==> src/shared/frontend_gain_defines.vh <==
/*
 * register offsets, field positions, reset values and gain codes for the
 * front-end gain configuration slice.
 * assumes: included by bare name from the rtl files; definitions only.
 */
`ifndef FRONTEND_GAIN_DEFINES_VH
`define FRONTEND_GAIN_DEFINES_VH

// ============================================================
// register offsets (8-bit register address space)
`define OFS_SLOT_B_PULSE_COUNT_CFG  8'h36
`define OFS_SLOT_A_FRONTEND_MODE    8'h39
`define OFS_SLOT_A_GAIN_CONTROL     8'h42
`define OFS_SLOT_A_PATH_SELECT      8'h43
`define OFS_PER_CHANNEL_GAIN_SELECT 8'h55

// ============================================================
// reset values
`define RST_SLOT_B_PULSE_COUNT_CFG  16'h0818
`define RST_SLOT_A_FRONTEND_MODE    16'h22fc
`define RST_SLOT_A_GAIN_CONTROL     16'h1c38
`define RST_SLOT_A_PATH_SELECT      16'hada5
`define RST_PER_CHANNEL_GAIN_SELECT 16'h0000

// ============================================================
// field positions
`define PULSE_COUNT_MSB    15
`define PULSE_COUNT_LSB    8
`define PER_CH_EN_BIT      6
`define SHARED_GAIN_MSB    1
`define SHARED_GAIN_LSB    0
`define SLOT_A_PER_CH_MSB  5
`define SLOT_A_PER_CH_LSB  0
`define SLOT_B_PER_CH_MSB  11
`define SLOT_B_PER_CH_LSB  6

// ============================================================
// path connection words
`define PATH_FULL_ANALOG   16'hada5
`define PATH_TIA_ADC       16'hb065

// ============================================================
// gain codes and their resistance in kilo-ohm
`define GAIN_CODE_200K     2'h0
`define GAIN_CODE_100K     2'h1
`define GAIN_CODE_50K      2'h2
`define GAIN_CODE_25K      2'h3
`define KOHM_200           8'hc8
`define KOHM_100           8'h64
`define KOHM_50            8'h32
`define KOHM_25            8'h19

`endif

==> src/rtl/slot_gain_router.v <==
/*
 * routes one time slot's shared gain code and per-channel codes onto
 * the four channel gain codes; purely combinational.
 * assumes: inputs come from registers on the caller's clock.
 */
`timescale 1ns/1ns
`include "frontend_gain_defines.vh"

module slot_gain_router (
    // control
    input  wire       per_channel_enable,
    input  wire [1:0] shared_gain,
    // channels 2..4 codes, ch4 in [5:4], ch3 in [3:2], ch2 in [1:0]
    input  wire [5:0] per_channel_gains,
    // ch4 in [7:6] down to ch1 in [1:0]
    output reg  [7:0] channel_gains
);

// ============================================================
// routing
always @* begin
    if (per_channel_enable) begin
        channel_gains = {per_channel_gains, shared_gain};
    end else begin
        channel_gains = {shared_gain, shared_gain, shared_gain, shared_gain};
    end
end

endmodule // slot_gain_router

==> src/rtl/frontend_gain_config_regs.v <==
/*
 * configuration register slice: slot b pulse count, slot a front-end
 * mode and path words, and transimpedance gain selection for both slots.
 * assumes: the serial control interface decodes a register access into
 * one-cycle read/write strobes on core_clk; slot b's shared gain and
 * per-channel enable arrive from the neighbouring slot b register.
 */
// What this block does
// - slot b led pulse count in bits 15:8, resets to eight.
// - slot a enable set: ch1 from shared field, ch2-4 from bits 5:0.
// - slot a enable clear: shared gain code drives all four channels.
// - gain code 0..3 means 200,100,50,25 kohm; resets to code 0.
// - path word 0xada5 full analog, 0xb065 tia-to-adc; others illegal.
// - per-channel register holds slot b ch4,ch3,ch2 in 11:10,9:8,7:6.
// - per-channel register holds slot a ch4 in 5:4, ch3 in 3:2.
// - slot a ch2 gain sits in bits 1:0.
// - slot b enable routes ch1 shared, ch2-4 from bits 11:6.
`timescale 1ns/1ns
`include "frontend_gain_defines.vh"

module frontend_gain_config_regs (
    // clock and reset
    input  wire        core_clk,
    input  wire        rst_n,
    // register access from the serial control interface
    input  wire [7:0]  reg_addr,
    input  wire        reg_wr_en,
    input  wire [15:0] reg_wdata,
    input  wire        reg_rd_en,
    output reg  [15:0] reg_rdata_ff,
    output reg         reg_rd_hit_ff,
    // slot b fields held in the neighbouring register
    input  wire        slot_b_per_channel_gain_enable,
    input  wire [1:0]  slot_b_shared_gain,
    // configuration to the timing core and analog front end
    output reg  [7:0]  slot_b_led_pulse_count_ff,
    output reg  [15:0] slot_a_frontend_mode_word_ff,
    output reg  [15:0] slot_a_path_connection_ff,
    output reg         slot_a_path_tia_adc_ff,
    output reg         slot_a_path_illegal_ff,
    output reg  [7:0]  slot_a_channel_gains_ff,
    output reg  [7:0]  slot_b_channel_gains_ff,
    output reg  [7:0]  slot_a_ch1_kohm_ff,
    output reg  [7:0]  slot_b_ch1_kohm_ff
);

// ============================================================
// register storage
reg  [15:0] pulse_cfg_ff;
reg  [15:0] mode_ff;
reg  [15:0] gain_ctrl_ff;
reg  [15:0] path_ff;
reg  [15:0] per_ch_ff;
wire [7:0]  nxt_slot_a_gains;
wire [7:0]  nxt_slot_b_gains;
reg  [15:0] nxt_rdata;
reg         nxt_hit;

// gain code to resistance, used for both slots
function [7:0] gain_kohm;
    input [1:0] code;
    begin
        case (code)
            `GAIN_CODE_200K: gain_kohm = `KOHM_200;
            `GAIN_CODE_100K: gain_kohm = `KOHM_100;
            `GAIN_CODE_50K:  gain_kohm = `KOHM_50;
            `GAIN_CODE_25K:  gain_kohm = `KOHM_25;
            default:         gain_kohm = `KOHM_200;
        endcase
    end
endfunction

// ============================================================
// write strobes; unmapped writes raise none and are dropped
wire        wr_pulse_cfg;
wire        wr_mode;
wire        wr_gain_ctrl;
wire        wr_path;
wire        wr_per_ch;

assign wr_pulse_cfg = reg_wr_en && (reg_addr == `OFS_SLOT_B_PULSE_COUNT_CFG);
assign wr_mode      = reg_wr_en && (reg_addr == `OFS_SLOT_A_FRONTEND_MODE);
assign wr_gain_ctrl = reg_wr_en && (reg_addr == `OFS_SLOT_A_GAIN_CONTROL);
assign wr_path      = reg_wr_en && (reg_addr == `OFS_SLOT_A_PATH_SELECT);
assign wr_per_ch    = reg_wr_en && (reg_addr == `OFS_PER_CHANNEL_GAIN_SELECT);

// ============================================================
// registers: every bit stored, reserved ones too, so reads match
always @(posedge core_clk or negedge rst_n) begin
    if (!rst_n) begin
        pulse_cfg_ff <= `RST_SLOT_B_PULSE_COUNT_CFG;
    end else if (wr_pulse_cfg) begin
        pulse_cfg_ff <= reg_wdata;
    end
end

always @(posedge core_clk or negedge rst_n) begin
    if (!rst_n) begin
        mode_ff <= `RST_SLOT_A_FRONTEND_MODE;
    end else if (wr_mode) begin
        mode_ff <= reg_wdata;
    end
end

always @(posedge core_clk or negedge rst_n) begin
    if (!rst_n) begin
        gain_ctrl_ff <= `RST_SLOT_A_GAIN_CONTROL;
    end else if (wr_gain_ctrl) begin
        gain_ctrl_ff <= reg_wdata;
    end
end

always @(posedge core_clk or negedge rst_n) begin
    if (!rst_n) begin
        path_ff <= `RST_SLOT_A_PATH_SELECT;
    end else if (wr_path) begin
        path_ff <= reg_wdata;
    end
end

always @(posedge core_clk or negedge rst_n) begin
    if (!rst_n) begin
        per_ch_ff <= `RST_PER_CHANNEL_GAIN_SELECT;
    end else if (wr_per_ch) begin
        per_ch_ff <= reg_wdata;
    end
end

// ============================================================
// read mux; unmapped addresses read zero with hit low
always @* begin
    nxt_rdata = 16'h0000;
    nxt_hit   = 1'b1;
    case (reg_addr)
        `OFS_SLOT_B_PULSE_COUNT_CFG:  nxt_rdata = pulse_cfg_ff;
        `OFS_SLOT_A_FRONTEND_MODE:    nxt_rdata = mode_ff;
        `OFS_SLOT_A_GAIN_CONTROL:     nxt_rdata = gain_ctrl_ff;
        `OFS_SLOT_A_PATH_SELECT:      nxt_rdata = path_ff;
        `OFS_PER_CHANNEL_GAIN_SELECT: nxt_rdata = per_ch_ff;
        default:                      nxt_hit   = 1'b0;
    endcase
end

always @(posedge core_clk or negedge rst_n) begin
    if (!rst_n) begin
        reg_rdata_ff  <= 16'h0000;
        reg_rd_hit_ff <= 1'b0;
    end else if (reg_rd_en) begin
        reg_rdata_ff  <= nxt_rdata;
        reg_rd_hit_ff <= nxt_hit;
    end
end

// ============================================================
// gain routing per slot
slot_gain_router u_slot_a_router (
    .per_channel_enable (gain_ctrl_ff[`PER_CH_EN_BIT]),
    .shared_gain        (gain_ctrl_ff[`SHARED_GAIN_MSB:`SHARED_GAIN_LSB]),
    .per_channel_gains  (per_ch_ff[`SLOT_A_PER_CH_MSB:`SLOT_A_PER_CH_LSB]),
    .channel_gains      (nxt_slot_a_gains)
);

slot_gain_router u_slot_b_router (
    .per_channel_enable (slot_b_per_channel_gain_enable),
    .shared_gain        (slot_b_shared_gain),
    .per_channel_gains  (per_ch_ff[`SLOT_B_PER_CH_MSB:`SLOT_B_PER_CH_LSB]),
    .channel_gains      (nxt_slot_b_gains)
);

// ============================================================
// configuration outputs, one cycle behind the registers
always @(posedge core_clk or negedge rst_n) begin
    if (!rst_n) begin
        slot_b_led_pulse_count_ff <= 8'h00;
    end else begin
        slot_b_led_pulse_count_ff <= pulse_cfg_ff[`PULSE_COUNT_MSB:`PULSE_COUNT_LSB];
    end
end

always @(posedge core_clk or negedge rst_n) begin
    if (!rst_n) begin
        slot_a_frontend_mode_word_ff <= 16'h0000;
        slot_a_path_connection_ff    <= 16'h0000;
    end else begin
        slot_a_frontend_mode_word_ff <= mode_ff;
        slot_a_path_connection_ff    <= path_ff;
    end
end

// reserved words are passed on but flagged; the analog side decides
always @(posedge core_clk or negedge rst_n) begin
    if (!rst_n) begin
        slot_a_path_tia_adc_ff <= 1'b0;
    end else begin
        slot_a_path_tia_adc_ff <= (path_ff == `PATH_TIA_ADC);
    end
end

always @(posedge core_clk or negedge rst_n) begin
    if (!rst_n) begin
        slot_a_path_illegal_ff <= 1'b0;
    end else begin
        slot_a_path_illegal_ff <= (path_ff != `PATH_TIA_ADC) &&
                                  (path_ff != `PATH_FULL_ANALOG);
    end
end

// ch1 resistance decoded here so the analog side needs no table
always @(posedge core_clk or negedge rst_n) begin
    if (!rst_n) begin
        slot_a_channel_gains_ff <= 8'h00;
        slot_a_ch1_kohm_ff      <= 8'h00;
    end else begin
        slot_a_channel_gains_ff <= nxt_slot_a_gains;
        slot_a_ch1_kohm_ff      <= gain_kohm(nxt_slot_a_gains[1:0]);
    end
end

// slot b follows its input ports one edge later, like slot a its register
always @(posedge core_clk or negedge rst_n) begin
    if (!rst_n) begin
        slot_b_channel_gains_ff <= 8'h00;
        slot_b_ch1_kohm_ff      <= 8'h00;
    end else begin
        slot_b_channel_gains_ff <= nxt_slot_b_gains;
        slot_b_ch1_kohm_ff      <= gain_kohm(nxt_slot_b_gains[1:0]);
    end
end

endmodule // frontend_gain_config_regs

==> config.mk <==
export PLATFORM = sky130hd
export DESIGN_NAME = frontend_gain_config_regs
export DESIGN_NICKNAME = d
export VERILOG_FILES = /design/src/rtl/slot_gain_router.v /design/src/rtl/frontend_gain_config_regs.v
export VERILOG_INCLUDE_DIRS = /design/src /design/src/shared
export SDC_FILE = /design/constraint.sdc
export NUM_CORES = 1
export LEC_CHECK = 0
export ABC_AREA = 1
export ABC_CLOCK_PERIOD_IN_PS = 1500
export BUFFER_PORTS_ARGS = -buffer_cell sky130_fd_sc_hd__buf_2
export CAP_MARGIN = 10
export CELL_PAD_IN_SITES_DETAIL_PLACEMENT = 1
export CELL_PAD_IN_SITES_GLOBAL_PLACEMENT = 2
export CORE_AREA = 2 2 142 144
export DETAILED_ROUTE_END_ITERATION = 6
export DIE_AREA = 0 0 144 146
export PLACE_DENSITY = 0.87
export SLEW_MARGIN = 20
export SYNTH_ARGS = -nofsm -noshare
export SYNTH_HDL_FRONTEND = slang
export SYNTH_HIERARCHICAL = 1
export SYNTH_SLANG_ARGS = --single-unit
==> constraint.sdc <==
create_clock -name core_clk -period 1.5 [get_ports core_clk]
set_input_delay 0.15 -clock core_clk [delete_from_list [all_inputs] [get_ports core_clk]]
set_output_delay 0.15 -clock core_clk [all_outputs]
set_load 0.02 [all_outputs]
After elaboration in Yosys (flattened, before gate mapping)
Cells that the tools add are included.
{ "word_totals": {"regBits": 171, "elab_cells": 45} }
{ "op_classes": {"n_eq_ne": 14, "muxes": 6, "n_reduce_logical": 9} }
{ "op_table": {"columns": ["cell", "n"], "rows": [
  ["16-bit one-hot mux with 5 select lines", 1],
  ["8-bit one-hot mux with 4 select lines", 2],
  ["16-bit != test (second input constant)", 2],
  ["8-bit by 7-bit equality test with 1-bit output (second input constant)", 3],
  ["16-bit equality test (second input constant)", 1],
  ["8-bit by 6-bit equality test with 1-bit output (second input constant)", 2],
  ["8-bit 2-to-1 mux", 2],
  ["2-bit equality test (second input constant)", 4],
  ["1-bit logical AND", 6],
  ["5-bit OR reduction", 1],
  ["2-bit by 1-bit equality test with 1-bit output (second input constant)", 2],
  ["2-bit logical NOT", 2],
  ["1-bit 2-to-1 mux", 1]
]} }

Depth between registers and ports, before layout
{ "depth": {"ltp_word": 3, "ltp_mapped": 8, "mapped_depth_nobuf": 7} }

Hierarchy
The synthesis kept the hierarchy.
{ "by_module_without_submodules": {"columns": ["module", "instances", "cells_per_inst", "area_each_um2"], "rows": [
  ["frontend_gain_config_regs", 1, 608, 6520.0],
  ["slot_gain_router", 2, 17, 76.3]
]} }

Worst setup path before layout
OpenSTA, ideal clock, no wires.
{ "synth_path": {"path_type": "flip-flop to flip-flop", "from": "reg gain_ctrl_ff[0]", "to": "reg slot_a_ch1_kohm_ff[6]", "setup_time_ns": 0.127, "t_arrival_ns": 1.028, "slack_ns": 0.345, "stages_incl_launch_ff": 5, "path_cell_list": "dfrtp_1 -> buf_4 -> inv_1 -> ha_1 -> or2_2"} }
{ "synth_via": {"elab_chain_len": 3} }
{ "synth_rtl": {"columns": ["item", "line", "source"], "rows": [
  ["start: declaration", "frontend_gain_config_regs.v:51", "reg [15:0] gain_ctrl_ff;"],
  ["start signal: assignment", "frontend_gain_config_regs.v:107", "gain_ctrl_ff <= `RST_SLOT_A_GAIN_CONTROL;"],
  ["start signal: assignment", "frontend_gain_config_regs.v:109", "gain_ctrl_ff <= reg_wdata;"],
  ["8-bit 2-to-1 mux *", "slot_gain_router.v:22", "if (per_channel_enable) begin"],
  ["named net nxt_slot_a_gains[0]", "frontend_gain_config_regs.v:54", "wire [7:0] nxt_slot_a_gains;"],
  ["2-bit equality test, or another cell as far along", "frontend_gain_config_regs.v:63", "case (code)"],
  ["8-bit one-hot mux with 4 select lines *", "frontend_gain_config_regs.v:63", null],
  ["end signal: assignment", "frontend_gain_config_regs.v:215", "slot_a_ch1_kohm_ff <= gain_kohm(nxt_slot_a_gains[1:0]);"],
  ["end: declaration", "frontend_gain_config_regs.v:43", "output reg [7:0] slot_a_ch1_kohm_ff,"]
]} }
The timed path passes the listed nets; every way through them passes the cells marked *.
A chain may end at the register's enable or synchronous reset.

Final worst setup path
{ "layout_path": {"from": "reg path_ff[5]", "to": "reg slot_a_path_tia_adc_ff"} }
{ "layout_via": {"elab_chain_len": 1} }
{ "layout_rtl": {"columns": ["item", "line", "source"], "rows": [
  ["start: declaration", "frontend_gain_config_regs.v:52", "reg [15:0] path_ff;"],
  ["start signal: assignment", "frontend_gain_config_regs.v:115", "path_ff <= `RST_SLOT_A_PATH_SELECT;"],
  ["start signal: assignment", "frontend_gain_config_regs.v:117", "path_ff <= reg_wdata;"],
  ["16-bit equality test (no line)", null, null],
  ["end signal: assignment", "frontend_gain_config_regs.v:195", "slot_a_path_tia_adc_ff <= (path_ff == `PATH_TIA_ADC);"],
  ["end: declaration", "frontend_gain_config_regs.v:39", "output reg slot_a_path_tia_adc_ff,"]
]} }
Every way passes these cells.

==> run metrics <==
CP Data Required Time=1790 ps; Die H=~150 microns; Final setup viols=0; Ports=about 120; hold_sp=reg_wdata[15]; vias in the first global route=roughly 5200; die area=~21000 sq um; NetSw=2.54 mW; HP Class=input port to flop; final hold vios=0; Nets=816; Syn Std Cell Area=6670 sq um; Clk pwr share=a little over two fifths; ANT cells=0; Clock transition at path regs=approximately 70 ps; startpoint type of the worst setup path=flop; worst slew pin tran=498 ps; x dimension of the die=around 140 microns; Clock Skew=around 8.2 ps; Hold Path End=per_ch_ff[15]$_DFFE_PN0P_; max frequency=~730 MHz; All-Layer GR Usage=roughly 18%; period utilization=91.2%; CP Max Fanout=4; worst slack, placed=-6.51 ps; Synth top area share=around 54%; RSZ-0062 raised after global routing=no; post-DP HPWL=between 10000 and 15000 microns; TritonCTS Sinks=roughly 170; Reg2Reg Setup Slack=between 100 and 150 ps; most common cell after layout, fill and taps aside=nand2_1; Synth Net Count=between 600 and 700; register area share after synthesis=between 60% and 70%; row count=51; CP Class=flop to flop; max-slew violation count=0; WHS=a little under 80 ps; power per cell area=between 1000 and 1500 nW/um^2; Slew headroom=approximately two thirds; pin count of the biggest net entering global routing=44; part of the power in registers=48.8%; leakage=4.27 nW; syn_area_per_cell=around 10 sq um; Mapped Cells=roughly 640; reg2reg path depth=2; clock buffer depth=2; share of cells above drive strength 1=between 20% and 30%; VDD IR-drop max=around 690 uV; Yosys cell types=24; initial core utilization=34.5%; global-route wire length before repair=28900 microns; antenna violations before repair=0; Critical R2R Launch=path_ff[5]$_DFFE_PN1P_; post-synth top area cell=dfrtp_1; vias per cell=between 4 and 5; top cells by area, synth=dfrtp_1 54%, dfstp_2 10%, nand2_1 8.6%; ANT nets after route=0; R2R Path End=slot_a_path_tia_adc_ff$_DFF_PN0_; FF+latch count, synth=roughly 170; number of buffers created by CTS=17; DRT Wirelength=17800 microns; RD Place Congestion=around 0.80; Pwr Total=approximately 10 mW; drt drc=0; DRT Pass-1 Iters=5; final instance area=between 8000 and 9000 sq um; worst setup margin=roughly 130 ps; Skew-Pair Late Insertion Delay=~430 ps; Worst Setup End Kind=flop; Setup Buffers After CTS=0; combinational share of power=~7.5%; Sw Ratio=24.9%; Wirelength per Cell=approximately 17 microns; Port Buffer Count=121; htree depth=4; outcome=completed; Finished Layout Cells=between 1000 and 1500; CTS root buffer=clkbuf_16; area grow syn2layout=25.1%; DR iter-0 viols=between 300 and 400; Ys Warns=6; setup tns final=0 ps; Arr. time, crit path=about 1700 ps; CTS tree=yes; Vias=~5000; Core ar.=roughly 19000 sq um; Tmin final=roughly 1400 ps; worst hold stages=3; P_int=7.63 mW; GRT overflow=0; Util after Layout=a little over two fifths; commonest cells after routing, fill and taps aside=153 x nand2_1, 145 x dfrtp_1, 120 x buf_2; total of max-cap violations=0; DP Area=approximately 7700 sq um; placed cell count=approximately 1000
-- worst max path at each step --
stage	start	to	slack, ps	cells past startpoint
floorplan	gain_ctrl_ff[0]$_DFFE_PN0P_	slot_a_ch1_kohm_ff[6]$_DFF_PN0_	340	4
detailed placement	reg_addr[4]	reg_rdata_ff[3]$_DFFE_PN0P_	-7	8
global placement	reg_addr[5]	reg_rdata_ff[3]$_DFFE_PN0P_	10	8
finish	path_ff[5]$_DFFE_PN1P_	slot_a_path_tia_adc_ff$_DFF_PN0_	130	2
CTS	path_ff[5]$_DFFE_PN1P_	slot_a_path_tia_adc_ff$_DFF_PN0_	90	2
global route	path_ff[2]$_DFFE_PN1P_	slot_a_path_tia_adc_ff$_DFF_PN0_	70	2
-- power groups by stage --
stage	registers, mW	logic (mW)	clock network (mW)
after floorplan	5.14	0.254	0
after global placement	5.04	0.748	0
after detailed placement	5.04	0.764	0
after CTS	4.96	0.778	4.54
after global routing	4.99	0.847	4.71
final	4.96	0.759	4.44
-- flip-flops by register name, summed over array words and instances, names as in the netlist --
signal                        count
gain_ctrl_ff                     16
mode_ff                          16
path_ff                          16
per_ch_ff                        16
pulse_cfg_ff                     16
reg_rdata_ff                     16
slot_a_frontend_mode_word_ff     16
slot_a_path_connection_ff        16
slot_a_ch1_kohm_ff                8
slot_a_channel_gains_ff           8
slot_b_ch1_kohm_ff                8
slot_b_channel_gains_ff           8
slot_b_led_pulse_count_ff         8
reg_rd_hit_ff                     1
slot_a_path_illegal_ff            1
slot_a_path_tia_adc_ff            1
-- Yosys cell counts --
cell        n
inv_2       4
dfrtp_1   145
nor2_1      6
o21ai_0     8
nor2_8      1
nor2_4      7
nand4_1     5
buf_4      13
nand3_2     4
or2_2       2
dfstp_2    26
inv_1      40
o21bai_1   16
nand3_4     1
nand2_2     9
o21a_1      1
clkbuf_1    3
buf_6       2
ha_1        8
buf_2      15
nand2_1   153
o21ai_1    85
nor4_1      2
nand3_1    86
-- per-layer routing --
metal / vias to the layer above / track usage (%) / wire length (microns)
met5: - / 0 / 0
met4: 0 / 5.34 / 207
met3: 16 / 3.32 / 762
met2: 118 / 29.0 / 8580
met1: 2470 / 24.5 / 8230
li1: 2382 / - / -
-- final cells by class --
type                            count  area (sq um)
Fill cell                        2193         11000
Clock inverter                     13           156
Timing Repair Buffer              149           947
Sequential cell                   171          4310
Inverter                           44           165
Tap cell                          265           332
Multi-Input combinational cell    394          1990
Clock buffer                       19           443
-- cell families (layout without fill, tap and decap cells) --
group | Yosys count | after routing | synth area share, %
AO/OA/AOI/OAI | 110 | 110 | 8.89
adder cells (fa/ha/maj) | 8 | 8 | 1.50
buffers and inverters | 77 | 225 | 5.57
flip-flops | 171 | 171 | 64.6
AND/OR/NAND/NOR | 276 | 276 | 19.4
-- worst max-delay path, cell delays in order (launching register included) --
cell and delay [ps]:
dfstp_2 570, nand4_1 200, nor4_1 460
-- timing repair --
action / 4_1_cts / 5_1_grt
hold buffers: 5 / 0
resized for setup: 0 / 0
endpoints found under the hold margin: 41 / 0
Power figures use the tool's default switching activity.
